### src/rtl/cmp_action_pkg.sv
// constants and types shared by the compare output action block
// =====================================================
// What this block does
// - bits 2..0 pick compare or PWM per full unit
// - full pin compare actions apply only while enabled
// - full action register has shadow and active copies
// - bit 15 holds space-vector rotation direction
// - bits 14..12 hold basic space-vector bits
// - two-bit action field per full pin
// - compare mode: hold, low, high, toggle
// - PWM mode: low, active low, active high, high
// - simple action register is double buffered
// - two-bit field per simple output
// - simple bits 15..6 read zero, ignore writes
// - one interrupt flag per compare unit
// - flag sets three clocks after match
// - reset zeroes registers, outputs high impedance
// - six full PWM channels leave this block
// - enable low makes shadows transparent
// - full reload: underflow, plus period, immediate
// - simple reload: zero, plus period, immediate
// - protection input clears full output enable
package cmp_action_pkg;
   // =====================================================
   // register map, word indices; apb byte address is four times the index
   localparam logic [15:0] COMPARE_CONTROL_IDX = 16'h7411;
   localparam logic [15:0] FULL_ACTION_IDX = 16'h7413;
   localparam logic [15:0] SIMPLE_ACTION_IDX = 16'h7414;
   localparam logic [15:0] FLAG_STATUS_IDX = 16'h7416;
   localparam logic [15:0] FLAG_MASK_IDX = 16'h7417;
   localparam int ADDR_W = 18;
   // =====================================================
   // compare control fields
   localparam int ENABLE_BIT = 15;
   localparam int FULL_RELOAD_LSB = 10;
   localparam int FULL_OE_BIT = 9;
   localparam int SIMPLE_OE_BIT = 8;
   localparam int SIMPLE_TIMER_BIT = 7;
   localparam int SIMPLE_RELOAD_LSB = 3;
   localparam int MODE_LSB = 0;
   // full action fields
   localparam int DIRECTION_BIT = 15;
   localparam int VECTOR_LSB = 12;
   localparam logic [15:0] SIMPLE_WRITE_MASK = 16'h003F;
   localparam logic [15:0] REG_RESET = 16'h0000;
   // =====================================================
   // timing: flag delay after match
   localparam int FLAG_DELAY_CYCLES = 2;
   // =====================================================
   typedef enum logic [1:0] {
      act_hold_low = 2'h0,
      act_reset_active_low = 2'h1,
      act_set_active_high = 2'h2,
      act_toggle_high = 2'h3
   } action_type;
   typedef enum logic [1:0] {
      reload_zero = 2'h0,
      reload_zero_period = 2'h1,
      reload_now = 2'h2,
      reload_reserved = 2'h3
   } reload_type;
endpackage

### src/rtl/timer_event_if.sv
// timer events shared between the top and its output slices
`timescale 1ns/1ps
interface timer_event_if;
   logic load_full;
   logic load_simple;
   logic enable;
   modport source (output load_full, output load_simple, output enable);
   modport sink (input load_full, input load_simple, input enable);
endinterface

### src/rtl/compare_action_pwm_outputs.sv
// compare output action block with APB registers
`timescale 1ns/1ps
module compare_action_pwm_outputs (
   input wire logic pclk, // apb clock, 25 MHz
   input wire logic presetn, // async reset, active low
   input wire logic psel, // apb select
   input wire logic penable, // apb enable
   input wire logic pwrite, // apb direction
   input wire logic [cmp_action_pkg::ADDR_W-1:0] paddr, // apb byte address
   input wire logic [31:0] pwdata, // apb write data
   output logic [31:0] prdata, // apb read data
   output logic pready, // apb ready
   output logic pslverr, // apb error
   input wire logic [2:0] full_match, // timer 1 match per full unit
   input wire logic [2:0] simple_match, // match per simple unit
   input wire logic [2:0] full_wave, // raw pwm waveform per full unit
   input wire logic [2:0] simple_wave, // raw pwm waveform per simple unit
   input wire logic t1_zero, // timer 1 at zero
   input wire logic t1_period, // timer 1 at period
   input wire logic t2_zero, // timer 2 at zero
   input wire logic t2_period, // timer 2 at period
   input wire logic protect_n, // drive protection pin, active low
   output logic [5:0] full_out, // full output levels
   output logic [5:0] full_out_oe_n, // full output enable, low drives
   output logic [2:0] simple_out, // simple output levels
   output logic [2:0] simple_out_oe_n, // simple output enable, low drives
   output logic [5:0] flag_pending, // unit flags: full 2..0, simple 5..3
   output logic irq // masked flag summary
);
   import cmp_action_pkg::*;

   // =====================================================
   // apb decode
   function automatic logic hit(input logic [ADDR_W-1:0] a, input logic [15:0] idx);
      hit = (a == ADDR_W'({idx, 2'b00}));
   endfunction

   logic wr_en, rd_en, mapped;
   logic [15:0] control_q, control_d;
   logic [15:0] full_shadow_q, full_shadow_d, full_active_q, full_active_d;
   logic [15:0] simple_shadow_q, simple_shadow_d, simple_active_q, simple_active_d;
   logic [5:0] flags_q, flags_d, mask_q, mask_d;
   logic [5:0] match_d1_q, match_d2_q;
   logic [1:0] prot_sync_q;
   logic [31:0] rdata_q, rdata_d;
   logic enable;
   timer_event_if ev ();

   assign mapped = hit(paddr, COMPARE_CONTROL_IDX) | hit(paddr, FULL_ACTION_IDX) | hit(paddr, SIMPLE_ACTION_IDX)
      | hit(paddr, FLAG_STATUS_IDX) | hit(paddr, FLAG_MASK_IDX);
   // writes commit at the access edge only; reads latch in setup so prdata stands through access
   assign wr_en = psel & penable & pready & pwrite & mapped;
   assign rd_en = psel & ~penable & ~pwrite;
   assign pready = 1'b1;
   assign pslverr = psel & penable & ~mapped;
   assign enable = control_q[ENABLE_BIT];

   // =====================================================
   // reload events
   reload_select u_full_reload (
      .sel(control_q[FULL_RELOAD_LSB +: 2]),
      .zero(t1_zero),
      .period(t1_period),
      .enable(enable),
      .load(ev.load_full)
   );
   reload_select u_simple_reload (
      .sel(control_q[SIMPLE_RELOAD_LSB +: 2]),
      .zero(control_q[SIMPLE_TIMER_BIT] ? t2_zero : t1_zero),
      .period(control_q[SIMPLE_TIMER_BIT] ? t2_period : t1_period),
      .enable(enable),
      .load(ev.load_simple)
   );
   assign ev.enable = enable;

   // =====================================================
   // registers
   always_comb begin
      control_d = control_q;
      full_shadow_d = full_shadow_q;
      simple_shadow_d = simple_shadow_q;
      mask_d = mask_q;
      if (wr_en && hit(paddr, COMPARE_CONTROL_IDX)) begin
         control_d = pwdata[15:0];
      end
      if (wr_en && hit(paddr, FULL_ACTION_IDX)) begin
         full_shadow_d = pwdata[15:0];
      end
      if (wr_en && hit(paddr, SIMPLE_ACTION_IDX)) begin
         simple_shadow_d = pwdata[15:0] & SIMPLE_WRITE_MASK;
      end
      if (wr_en && hit(paddr, FLAG_MASK_IDX)) begin
         mask_d = pwdata[5:0];
      end
      // protection wins over a simultaneous write
      if (prot_sync_q[1] == 1'b0) begin
         control_d[FULL_OE_BIT] = 1'b0;
         control_d[SIMPLE_OE_BIT] = 1'b0;
      end
      // loads happen on the event edge itself; a write then is seen at once
      full_active_d = ev.load_full ? full_shadow_d : full_active_q;
      simple_active_d = ev.load_simple ? simple_shadow_d : simple_active_q;
   end

   // =====================================================
   // flags: match delayed so the flag rises three clocks later
   always_comb begin
      flags_d = flags_q | (match_d2_q & {6{enable}});
      if (wr_en && hit(paddr, FLAG_STATUS_IDX)) begin
         // write one clears; a new set in the same cycle wins
         flags_d = (flags_q & ~pwdata[5:0]) | (match_d2_q & {6{enable}});
      end
   end

   always_comb begin
      rdata_d = rdata_q;
      if (rd_en) begin
         rdata_d = 32'h0000_0000;
         if (hit(paddr, COMPARE_CONTROL_IDX)) rdata_d[15:0] = control_q;
         if (hit(paddr, FULL_ACTION_IDX)) rdata_d[15:0] = full_shadow_q;
         if (hit(paddr, SIMPLE_ACTION_IDX)) rdata_d[15:0] = simple_shadow_q;
         if (hit(paddr, FLAG_STATUS_IDX)) rdata_d[5:0] = flags_q;
         if (hit(paddr, FLAG_MASK_IDX)) rdata_d[5:0] = mask_q;
      end
   end

   always_ff @(posedge pclk or negedge presetn) begin
      if (!presetn) begin
         control_q <= REG_RESET;
         full_shadow_q <= REG_RESET;
         full_active_q <= REG_RESET;
         simple_shadow_q <= REG_RESET;
         simple_active_q <= REG_RESET;
         flags_q <= 6'h00;
         mask_q <= 6'h00;
         match_d1_q <= 6'h00;
         match_d2_q <= 6'h00;
         prot_sync_q <= 2'h3;
         rdata_q <= 32'h0000_0000;
      end else begin
         control_q <= control_d;
         full_shadow_q <= full_shadow_d;
         full_active_q <= full_active_d;
         simple_shadow_q <= simple_shadow_d;
         simple_active_q <= simple_active_d;
         flags_q <= flags_d;
         mask_q <= mask_d;
         match_d1_q <= {simple_match, full_match};
         match_d2_q <= match_d1_q;
         prot_sync_q <= {prot_sync_q[0], protect_n};
         rdata_q <= rdata_d;
      end
   end

   // =====================================================
   // pins: pair per full unit shares mode bit and waveform
   genvar g;
   generate
      for (g = 0; g < 6; g++) begin : g_full
         pin_action u_pin (
            .pclk(pclk),
            .presetn(presetn),
            .pwm_mode(control_q[MODE_LSB + g / 2]),
            .full_pin(1'b1),
            .action(full_active_q[2*g +: 2]),
            .match(full_match[g / 2]),
            .wave(full_wave[g / 2]),
            .enable(ev.enable),
            .level(full_out[g])
         );
      end
      for (g = 0; g < 3; g++) begin : g_simple
         pin_action u_pin (
            .pclk(pclk),
            .presetn(presetn),
            .pwm_mode(1'b1),
            .full_pin(1'b0),
            .action(simple_active_q[2*g +: 2]),
            .match(simple_match[g]),
            .wave(simple_wave[g]),
            .enable(ev.enable),
            .level(simple_out[g])
         );
      end
   endgenerate

   // outputs float after reset; full outputs also float while disabled
   assign full_out_oe_n = {6{~(control_q[FULL_OE_BIT] & enable)}};
   assign simple_out_oe_n = {3{~control_q[SIMPLE_OE_BIT]}};
   assign flag_pending = flags_q;
   assign irq = |(flags_q & mask_q);
   assign prdata = rdata_q;
endmodule // compare_action_pwm_outputs

### src/rtl/pin_action.sv
// one output pin: applies a two-bit action in compare or PWM mode
`timescale 1ns/1ps
module pin_action (
   input wire logic pclk, // clock
   input wire logic presetn, // async reset, active low
   input wire logic pwm_mode, // 1 pwm, 0 compare
   input wire logic full_pin, // 1 when pin may toggle on matches
   input wire logic [1:0] action, // active action field
   input wire logic match, // compare match pulse
   input wire logic wave, // raw pwm waveform
   input wire logic enable, // compare enable
   output logic level // pin level
);
   import cmp_action_pkg::*;
   logic level_q, level_d;
   always_comb begin
      level_d = level_q;
      if (pwm_mode || !full_pin) begin
         case (action_type'(action))
            act_hold_low: level_d = 1'b0;
            act_reset_active_low: level_d = ~wave;
            act_set_active_high: level_d = wave;
            default: level_d = 1'b1;
         endcase
      end else if (match && enable) begin
         case (action_type'(action))
            act_hold_low: level_d = level_q;
            act_reset_active_low: level_d = 1'b0;
            act_set_active_high: level_d = 1'b1;
            default: level_d = ~level_q;
         endcase
      end
   end
   always_ff @(posedge pclk or negedge presetn) begin
      if (!presetn) begin
         level_q <= 1'b0;
      end else begin
         level_q <= level_d;
      end
   end
   assign level = level_q;
endmodule // pin_action

### src/rtl/reload_select.sv
// decodes a reload field against timer zero and period events
`timescale 1ns/1ps
module reload_select (
   input wire logic [1:0] sel, // reload field
   input wire logic zero, // timer at zero
   input wire logic period, // timer at period
   input wire logic enable, // compare enable
   output logic load // load shadow into active
);
   import cmp_action_pkg::*;
   always_comb begin
      if (!enable) begin
         load = 1'b1;
      end else begin
         case (reload_type'(sel))
            reload_zero: load = zero;
            reload_zero_period: load = zero | period;
            reload_now: load = 1'b1;
            default: load = 1'b0;
         endcase
      end
   end
endmodule // reload_select

### config.mk
export PLATFORM = sky130hd
export DESIGN_NAME = compare_action_pwm_outputs
export DESIGN_NICKNAME = d
export VERILOG_FILES = /design/src/rtl/cmp_action_pkg.sv /design/src/rtl/timer_event_if.sv /design/src/rtl/compare_action_pwm_outputs.sv /design/src/rtl/pin_action.sv /design/src/rtl/reload_select.sv
export SDC_FILE = /design/constraint.sdc
export NUM_CORES = 1
export LEC_CHECK = 0
export CELL_PAD_IN_SITES_DETAIL_PLACEMENT = 1
export CELL_PAD_IN_SITES_GLOBAL_PLACEMENT = 1
export CORE_UTILIZATION = 50
export CTS_CLUSTER_SIZE = 25
export DETAILED_ROUTE_END_ITERATION = 7
export DONT_BUFFER_PORTS = 1
export HOLD_SLACK_MARGIN = 0.02
export PLACE_DENSITY = 0.83
export SLEW_MARGIN = 20
export SYNTH_ARGS = -nofsm -noshare
export SYNTH_HDL_FRONTEND = slang
export SYNTH_HIERARCHICAL = 1
export SYNTH_SLANG_ARGS = --single-unit
### constraint.sdc
create_clock -name pclk -period 4.6 [get_ports pclk]
set_clock_uncertainty 0.05 [all_clocks]
set_input_delay 0.69 -clock pclk [delete_from_list [all_inputs] [get_ports pclk]]
set_output_delay 0.69 -clock pclk [all_outputs]
set_load 0.005 [all_outputs]
==> metrics.cfg, run 1 <==
[flow_run]
drv_cap=0

[floorplanning]
io_pins=131
initial_core_util_pct=52.4
core_area_mm2=0.0110
fp.dieW_um=109
dieHeight_um=109
floorplan.rows=38
die_area_mm2=0.0120

[sta]
hold_viol=0
slew_viol_final=0
tns_ns=0
tightest_slew_ns=0.984
setup_violations=0
fmax_mhz=344
min_period_ns=2.91
fin_crit_sh_pct=63.2
rsz0062_at_grt=no
slew-limit-headroom_pct=34.0

[clock_network]
cts_buffers=9
cts-root-buf=clkbuf_16
clock-sinks=107
clk_pin_slew_worst_paths_ns=0.07
h-tree-depth=3
clk_path_buf_depth=2
cts_tree=done
clock_latency_ns=0.36
post_cts_buffers=0

[yosys]
yosysTopAreaCellShare_pct=45.5
synth_commonest_cells=dfrtp_1, nand2_1, a31oi_1, inv_1, nand3_1
yosys.area.top_type=dfrtp_1
yosys_warnings=6
ys_seq_elements=107
synth_compound_area_share_pct=15.3
yosys.area_share.simple_pct=18.3
synth-edff-count=0
yosysUniqueCellTypes=51
synth_top_family_by_area=simple AND/OR/NAND/NOR gates
synth.avg_cell_area_um2=10.8
synthCells=537
synth-async-reset-ratio_pct=100
yosys-top-cells-area=dfrtp_1, mux2_2, ha_1
yosysMostFrequentCell=dfrtp_1
synthAdderAreaFrac_pct=3.90
synth_ff_type=dfrtp_1
synth.mux.area_fraction_pct=8.80
synth_area_mm2=0.00578
ys_seq_area_share_pct=46.4
synth_xor_area_share_pct=0

[placed_design]
io_buffers=0
place_hpwl_um=10500
place.gp.congestion=0.834

[setup_path]
startpoint_type=primary input
r2r_setup_slack_ns=2.64
crit_path_max_fanout=6
critPathCaptureType=output port
path_class=primary input to output port
cp_top_family=simple AND/OR/NAND/NOR gates
cp_slowest_cell=nor3_1
required_ns=3.86
critPathMaxStageDelay_ns=0.71
critPathBufInv=0
crit_chain=or4b_4 -> nor3_1 -> a21oi_1
worstPathArrival_ns=2.17

[cells_and_area]
drive_gt1_share_pct=17.3
syn_to_final_growth_pct=5.42
fill_cells=1197
nNetsFinal=623
antenna_cells=0

[detailed_routing]
wl_per_cell_um=21.7
ant_nets=0
drc=0
first_iter_violations=160
routed_via_density=6.13
first_pass_iters=4
vias=4147
wl_um=14700

[status]
status=finished clean

[min_path]
hold_class=primary input to async pin

[global_route]
gr-total-overflow=0
use_met1_pct=33.2
grtUsageMet3_pct=9.54
antenna_found_initial=0
grt.met2_usage_pct=43.7
top_usage_layer=met2
grt_pass1_vias=4434
grt_pass1_wl_um=23600
grt_use_total_pct=26.6
grt_max_degree=106

[power_and_ir_drop]
power_frac_comb_pct=4.1
seqPwrFrac_pct=54.9
power.switching_mw=0.424
vdd_drop_max_mv=0.237
p_total_mw=1.77
power_frac_clock_pct=41.0
switching_share_pct=23.9
p_int_mw=1.35
pwr_density_cell_mw_per_mm2=291
leakagePower_nw=2.85

layer usage:
layer / wire (µm) / vias up / share of wire (%)
met5: 0 / - / 0
met4: 203 / 0 / 1.4
met3: 1260 / 16 / 8.6
met2: 7190 / 131 / 49
met1: 6020 / 2122 / 41
li1: - / 1878 / -
kinds of logic (layout without fill, tap and decap cells):
family	after synthesis	in the layout
AOI/OAI and AO/OA	125	125
muxes	43	43
adders and majority gates	18	18
DFF	107	107
other	2	29
and+or+nand+nor	164	164
buffers and inverters	78	51
cells in the final DEF (no fill, tap or decap), types with 14 or more instances in the layout:
master and count:
a31oi_1 32, conb_1 29, dfrtp_1 105, ha_1 18
inv_1 30, mux2_2 22, nand2_1 34, nand3_1 27
nand4_1 14, nor2_1 23, nor2b_1 19, o21ai_0 19
o21ai_2 18
final timing paths:
| kind | from | endpoint | cells after the start |
|---|---|---|---|
| setup reg to reg | control_q[7] | simple_active_q[0] | 5 |
| min in group pclk | protect_n | prot_sync_q[0] | 0 |
| hold / removal | presetn | prot_sync_q[0] | 0 |
| max in group asynchronous | presetn | simple_active_q[5] | 1 |
| hold reg to reg | match_d1_q[4] | match_d2_q[4] | 0 |
| setup / recovery | paddr[10] | pslverr | 3 |
stage by stage:
| stage | worst slack (ns) | std cells | hold slack [ns] | util, % | cell area (µm²) |
|---|---|---|---|---|---|
| 3_5_place_dp | 1.70 | 661 | 0.292 | 52.5 | 5790 |
| 5_1_grt | 1.65 | 677 | 0.0986 | 55.2 | 6090 |
| 6_report | 1.69 | 677 | 0.121 | 55.2 | 6090 |
| 2_1_floorplan | 2.01 | 564 | 0.281 | - | 5880 |
| 4_1_cts | 1.70 | 677 | 0.108 | 55.2 | 6090 |
| 3_3_place_gp | 1.74 | 661 | 0.288 | 52.5 | 5790 |
power by group through the flow:
stage          clock network [mW]  logic (mW)  registers [mW]
2_1_floorplan                   0      0.0608           0.986
3_3_place_gp                    0      0.0495           0.991
3_5_place_dp                    0      0.0523           0.991
4_1_cts                     0.743      0.0735           0.973
5_1_grt                     0.776      0.0842           0.976
6_report                    0.727      0.0726           0.973
worst reg2reg max path: cells and delay by family (launching register included):
family	cells	cell delay, ns
AO/OA/AOI/OAI	3	1.03
AND/OR/NAND/NOR	1	0.14
flip-flops	1	0.42
multiplexers	1	0.26
flip-flops by register name, summed over array words and instances, names as in the netlist:
register              flops
control_q                16
flag_pending              6
full_active_q            12
full_shadow_q            16
g_full.u_pin/level        6
g_simple.u_pin/level      3
mask_q                    6
match_d1_q                6
match_d2_q                6
prdata                   16
prot_sync_q               2
simple_active_q           6
simple_shadow_q           6
timing repair:
action,4_1_cts,5_1_grt
hold buffers,1,0
resized for setup,0,0
endpoints found under the hold margin,105,0
final cells by class:
cell class | instances | area [µm²] | share of cell area, %
Sequential cell | 107 | 2680 | 44.0
Inverter | 30 | 113 | 1.85
Timing Repair Buffer | 6 | 65.1 | 1.07
Tap cell | 140 | 175 | 2.88
Multi-Input combinational cell | 379 | 2790 | 45.8
Clock inverter | 6 | 41.3 | 0.678
Clock buffer | 9 | 225 | 3.70
Power figures use the tool's default switching activity.
==> run 2: changes to the inputs <==
- CORE_UTILIZATION: 50 -> 49
- PLACE_DENSITY: 0.83 -> 0.82
- clock period: 4.6 -> 2.9 ns (I/O delays scaled with it)
==> run 2 against run 1 <==
  * The flow now finishes with violations (hold timing)
  * Register-to-register slack worse by 1.7 ns
  * Final cell count up 0.89%
  * Non-clock buffer count up 2
  * Sequential share of layout area down 0.50 points
  * Core utilization down 1.5 points
  * Sequential cell count unchanged
  * Critical path type is now flip-flop to output port
  * Critical endpoint is now full_out_oe_n[5]
  * Largest cell class unchanged
  * Largest power group unchanged
==> metrics.cfg, run 2 (synthesized netlist as in run 1, its figures left out) <==
[sta]
slew_viol_final=0  ; unchanged
min_period_ns=2.04
hold_viol=107  ; was 0
tns_ns=0  ; unchanged
fin_crit_sh_pct=70.4
rsz0062_at_grt=no  ; unchanged
fin_hold_ws_ns=-0.277  ; was 0.121 ns
tightest_slew_ns=0.965  ; was 0.984 ns
setup_violations=0  ; unchanged
slew-limit-headroom_pct=35.3  ; was 34.0%
fmax_mhz=490

[power_and_ir_drop]
vdd_drop_max_mv=0.389  ; was 0.237 mV
pwr_density_cell_mw_per_mm2=489  ; was 291 mW/mm²
leakagePower_nw=2.90  ; was 2.85 nW
p_total_mw=3.01  ; was 1.77 mW

[placed_design]
place_hpwl_um=10600  ; was 10500 µm
io_buffers=0  ; unchanged
place.gp.congestion=0.860  ; was 0.834
post-place-cells=666  ; was 661

[setup_path]
required_ns=2.41  ; was 3.86 ns
crit_chain=nand2_1  ; was or4b_4 -> nor3_1 -> a21oi_1
r2r_start=control_q[7]  ; unchanged
cp_top_family=flip-flops  ; was simple AND/OR/NAND/NOR gates
critPathBufInv=0  ; unchanged
ff2ff_path_depth=5  ; unchanged
worstPathArrival_ns=1.56  ; was 2.17 ns
startpoint_type=flip-flop  ; was primary input
critPathMaxStageDelay_ns=0.81  ; was 0.71 ns
r2r_setup_slack_ns=0.90  ; was 2.64 ns
path_class=flip-flop to output port  ; was primary input to output port
crit_path_max_fanout=10  ; was 6
cp_slowest_cell=dfrtp_1  ; was nor3_1
cp-startpoint=control_q[15]  ; was paddr[10]
critPathCaptureType=output port  ; unchanged
path_depth=1  ; was 3
critPathCapture=full_out_oe_n[5]  ; was pslverr
r2r_end=simple_active_q[2]  ; was simple_active_q[0]

[detailed_routing]
first_pass_iters=4  ; unchanged
drc=0  ; unchanged
first_iter_violations=175  ; was 160
ant_nets=0  ; unchanged
wl_per_cell_um=22.0  ; was 21.7 µm
wl_um=15000  ; was 14700 µm
vias=4156  ; was 4147
routed_via_density=6.08  ; was 6.13

[clock_network]
clock_latency_ns=0.36  ; about the same
post_cts_buffers=0  ; unchanged
clock-sinks=107  ; unchanged
h-tree-depth=3  ; unchanged
cts-resized-gates=0  ; unchanged
cts-root-buf=clkbuf_16  ; unchanged
clk_path_buf_depth=2  ; unchanged
clk_pin_slew_worst_paths_ns=0.07  ; about the same
cts_buffers=9  ; unchanged
cts_hold_buf=1  ; unchanged
cts_tree=done  ; unchanged

[global_route]
grt_pass1_wl_um=24400  ; was 23600 µm
grt_max_degree=108  ; was 106
gr-total-overflow=0  ; unchanged
antenna_found_initial=0  ; unchanged
grt_pass1_vias=4613  ; was 4434
grt_use_total_pct=25.8  ; was 26.6%

[floorplanning]
fp.dieW_um=111  ; was 109 µm
core_area_mm2=0.0115  ; was 0.0110 mm²
floorplan.rows=39  ; was 38
initial_core_util_pct=50.4  ; was 52.4%
io_pins=131  ; unchanged
dieHeight_um=111  ; was 109 µm
die_area_mm2=0.0122  ; was 0.0120 mm²

[cells_and_area]
mostFrequentLayoutCells=dfrtp_1, nand2_1, a31oi_1  ; unchanged
syn_to_final_growth_pct=6.63  ; was 5.42%
final_common_cell=dfrtp_1  ; unchanged
nNetsFinal=625  ; was 623
finalNonFillerCells=683  ; was 677
antenna_cells=0  ; unchanged
fill_cells=1231  ; was 1197
drive_gt1_share_pct=17.6  ; was 17.3%

[status]
violations=hold timing
status=complete, but fails checks  ; was finished clean

[flow_run]
drv_cap=0  ; unchanged

[min_path]
hold_class=primary input to async pin  ; unchanged

==> run 2: cell count changes in the layout (fill, tap and decap cells not counted) <==
cell,before,now
clkinvlp_4,3,0
inv_6,1,2
clkinv_2,2,1
clkbuf_8,0,2
buf_16,1,0
buf_4,5,7
dlygate4sd3_1,0,1
bufinv_16,0,2
==> run 2: through the flow <==
step | area, µm² | worst slack, ns | hold WS [ns] | utilization, %
floorplan | 5880 | 0.748 | 0.0894 | -
finish | 6160 | 0.857 | -0.277 | 53.7
global placement | 5810 | 0.566 | 0.0932 | 50.7
detailed placement | 5810 | 0.513 | 0.0928 | 50.7
global route | 6160 | 0.694 | -0.291 | 53.7
CTS | 6160 | 0.860 | -0.288 | 53.7
==> run 2: layout make-up <==
cell class / count / area (µm²) / area share, %
clock inverters: 5 / 82.6 / 1.34
inverters: 30 / 113 / 1.83
multi-input cells: 379 / 2790 / 45.3
well taps: 143 / 179 / 2.91
repair buffers: 8 / 62.6 / 1.02
flip-flops and latches: 107 / 2680 / 43.5
clock buffers: 11 / 253 / 4.10
==> run 2: worst min-delay path by stage <==
| stage | slack (ns) | end | startpoint | cells after the start |
|---|---|---|---|---|
| finish | -0.28 | match_d2_q[0] | presetn | 0 |
| CTS | -0.29 | full_shadow_q[10] | presetn | 0 |
| detailed placement | 0.09 | prdata[12] | presetn | 0 |
| global route | -0.29 | g_full[4].u_pin/level | presetn | 0 |
| global placement | 0.09 | prdata[12] | presetn | 0 |
| floorplan | 0.09 | control_q[0] | presetn | 0 |
==> run 2: metal layers <==
| metal | GRT usage, % | vias up | share of wire, % | wire length (µm) |
|---|---|---|---|---|
| met5 | 0 | - | 0 | 0 |
| met4 | 10.3 | 0 | 2.2 | 337 |
| met3 | 7.30 | 27 | 7.0 | 1060 |
| met2 | 42.3 | 135 | 49 | 7440 |
| met1 | 32.0 | 2111 | 41 | 6190 |
| li1 | - | 1883 | - | - |
==> run 2: power breakdown <==
part,internal (mW),switching [mW],total [mW]
combinational,0.0378,0.0490,0.0868
clock,0.809,0.573,1.38
sequential,1.52,0.0227,1.54
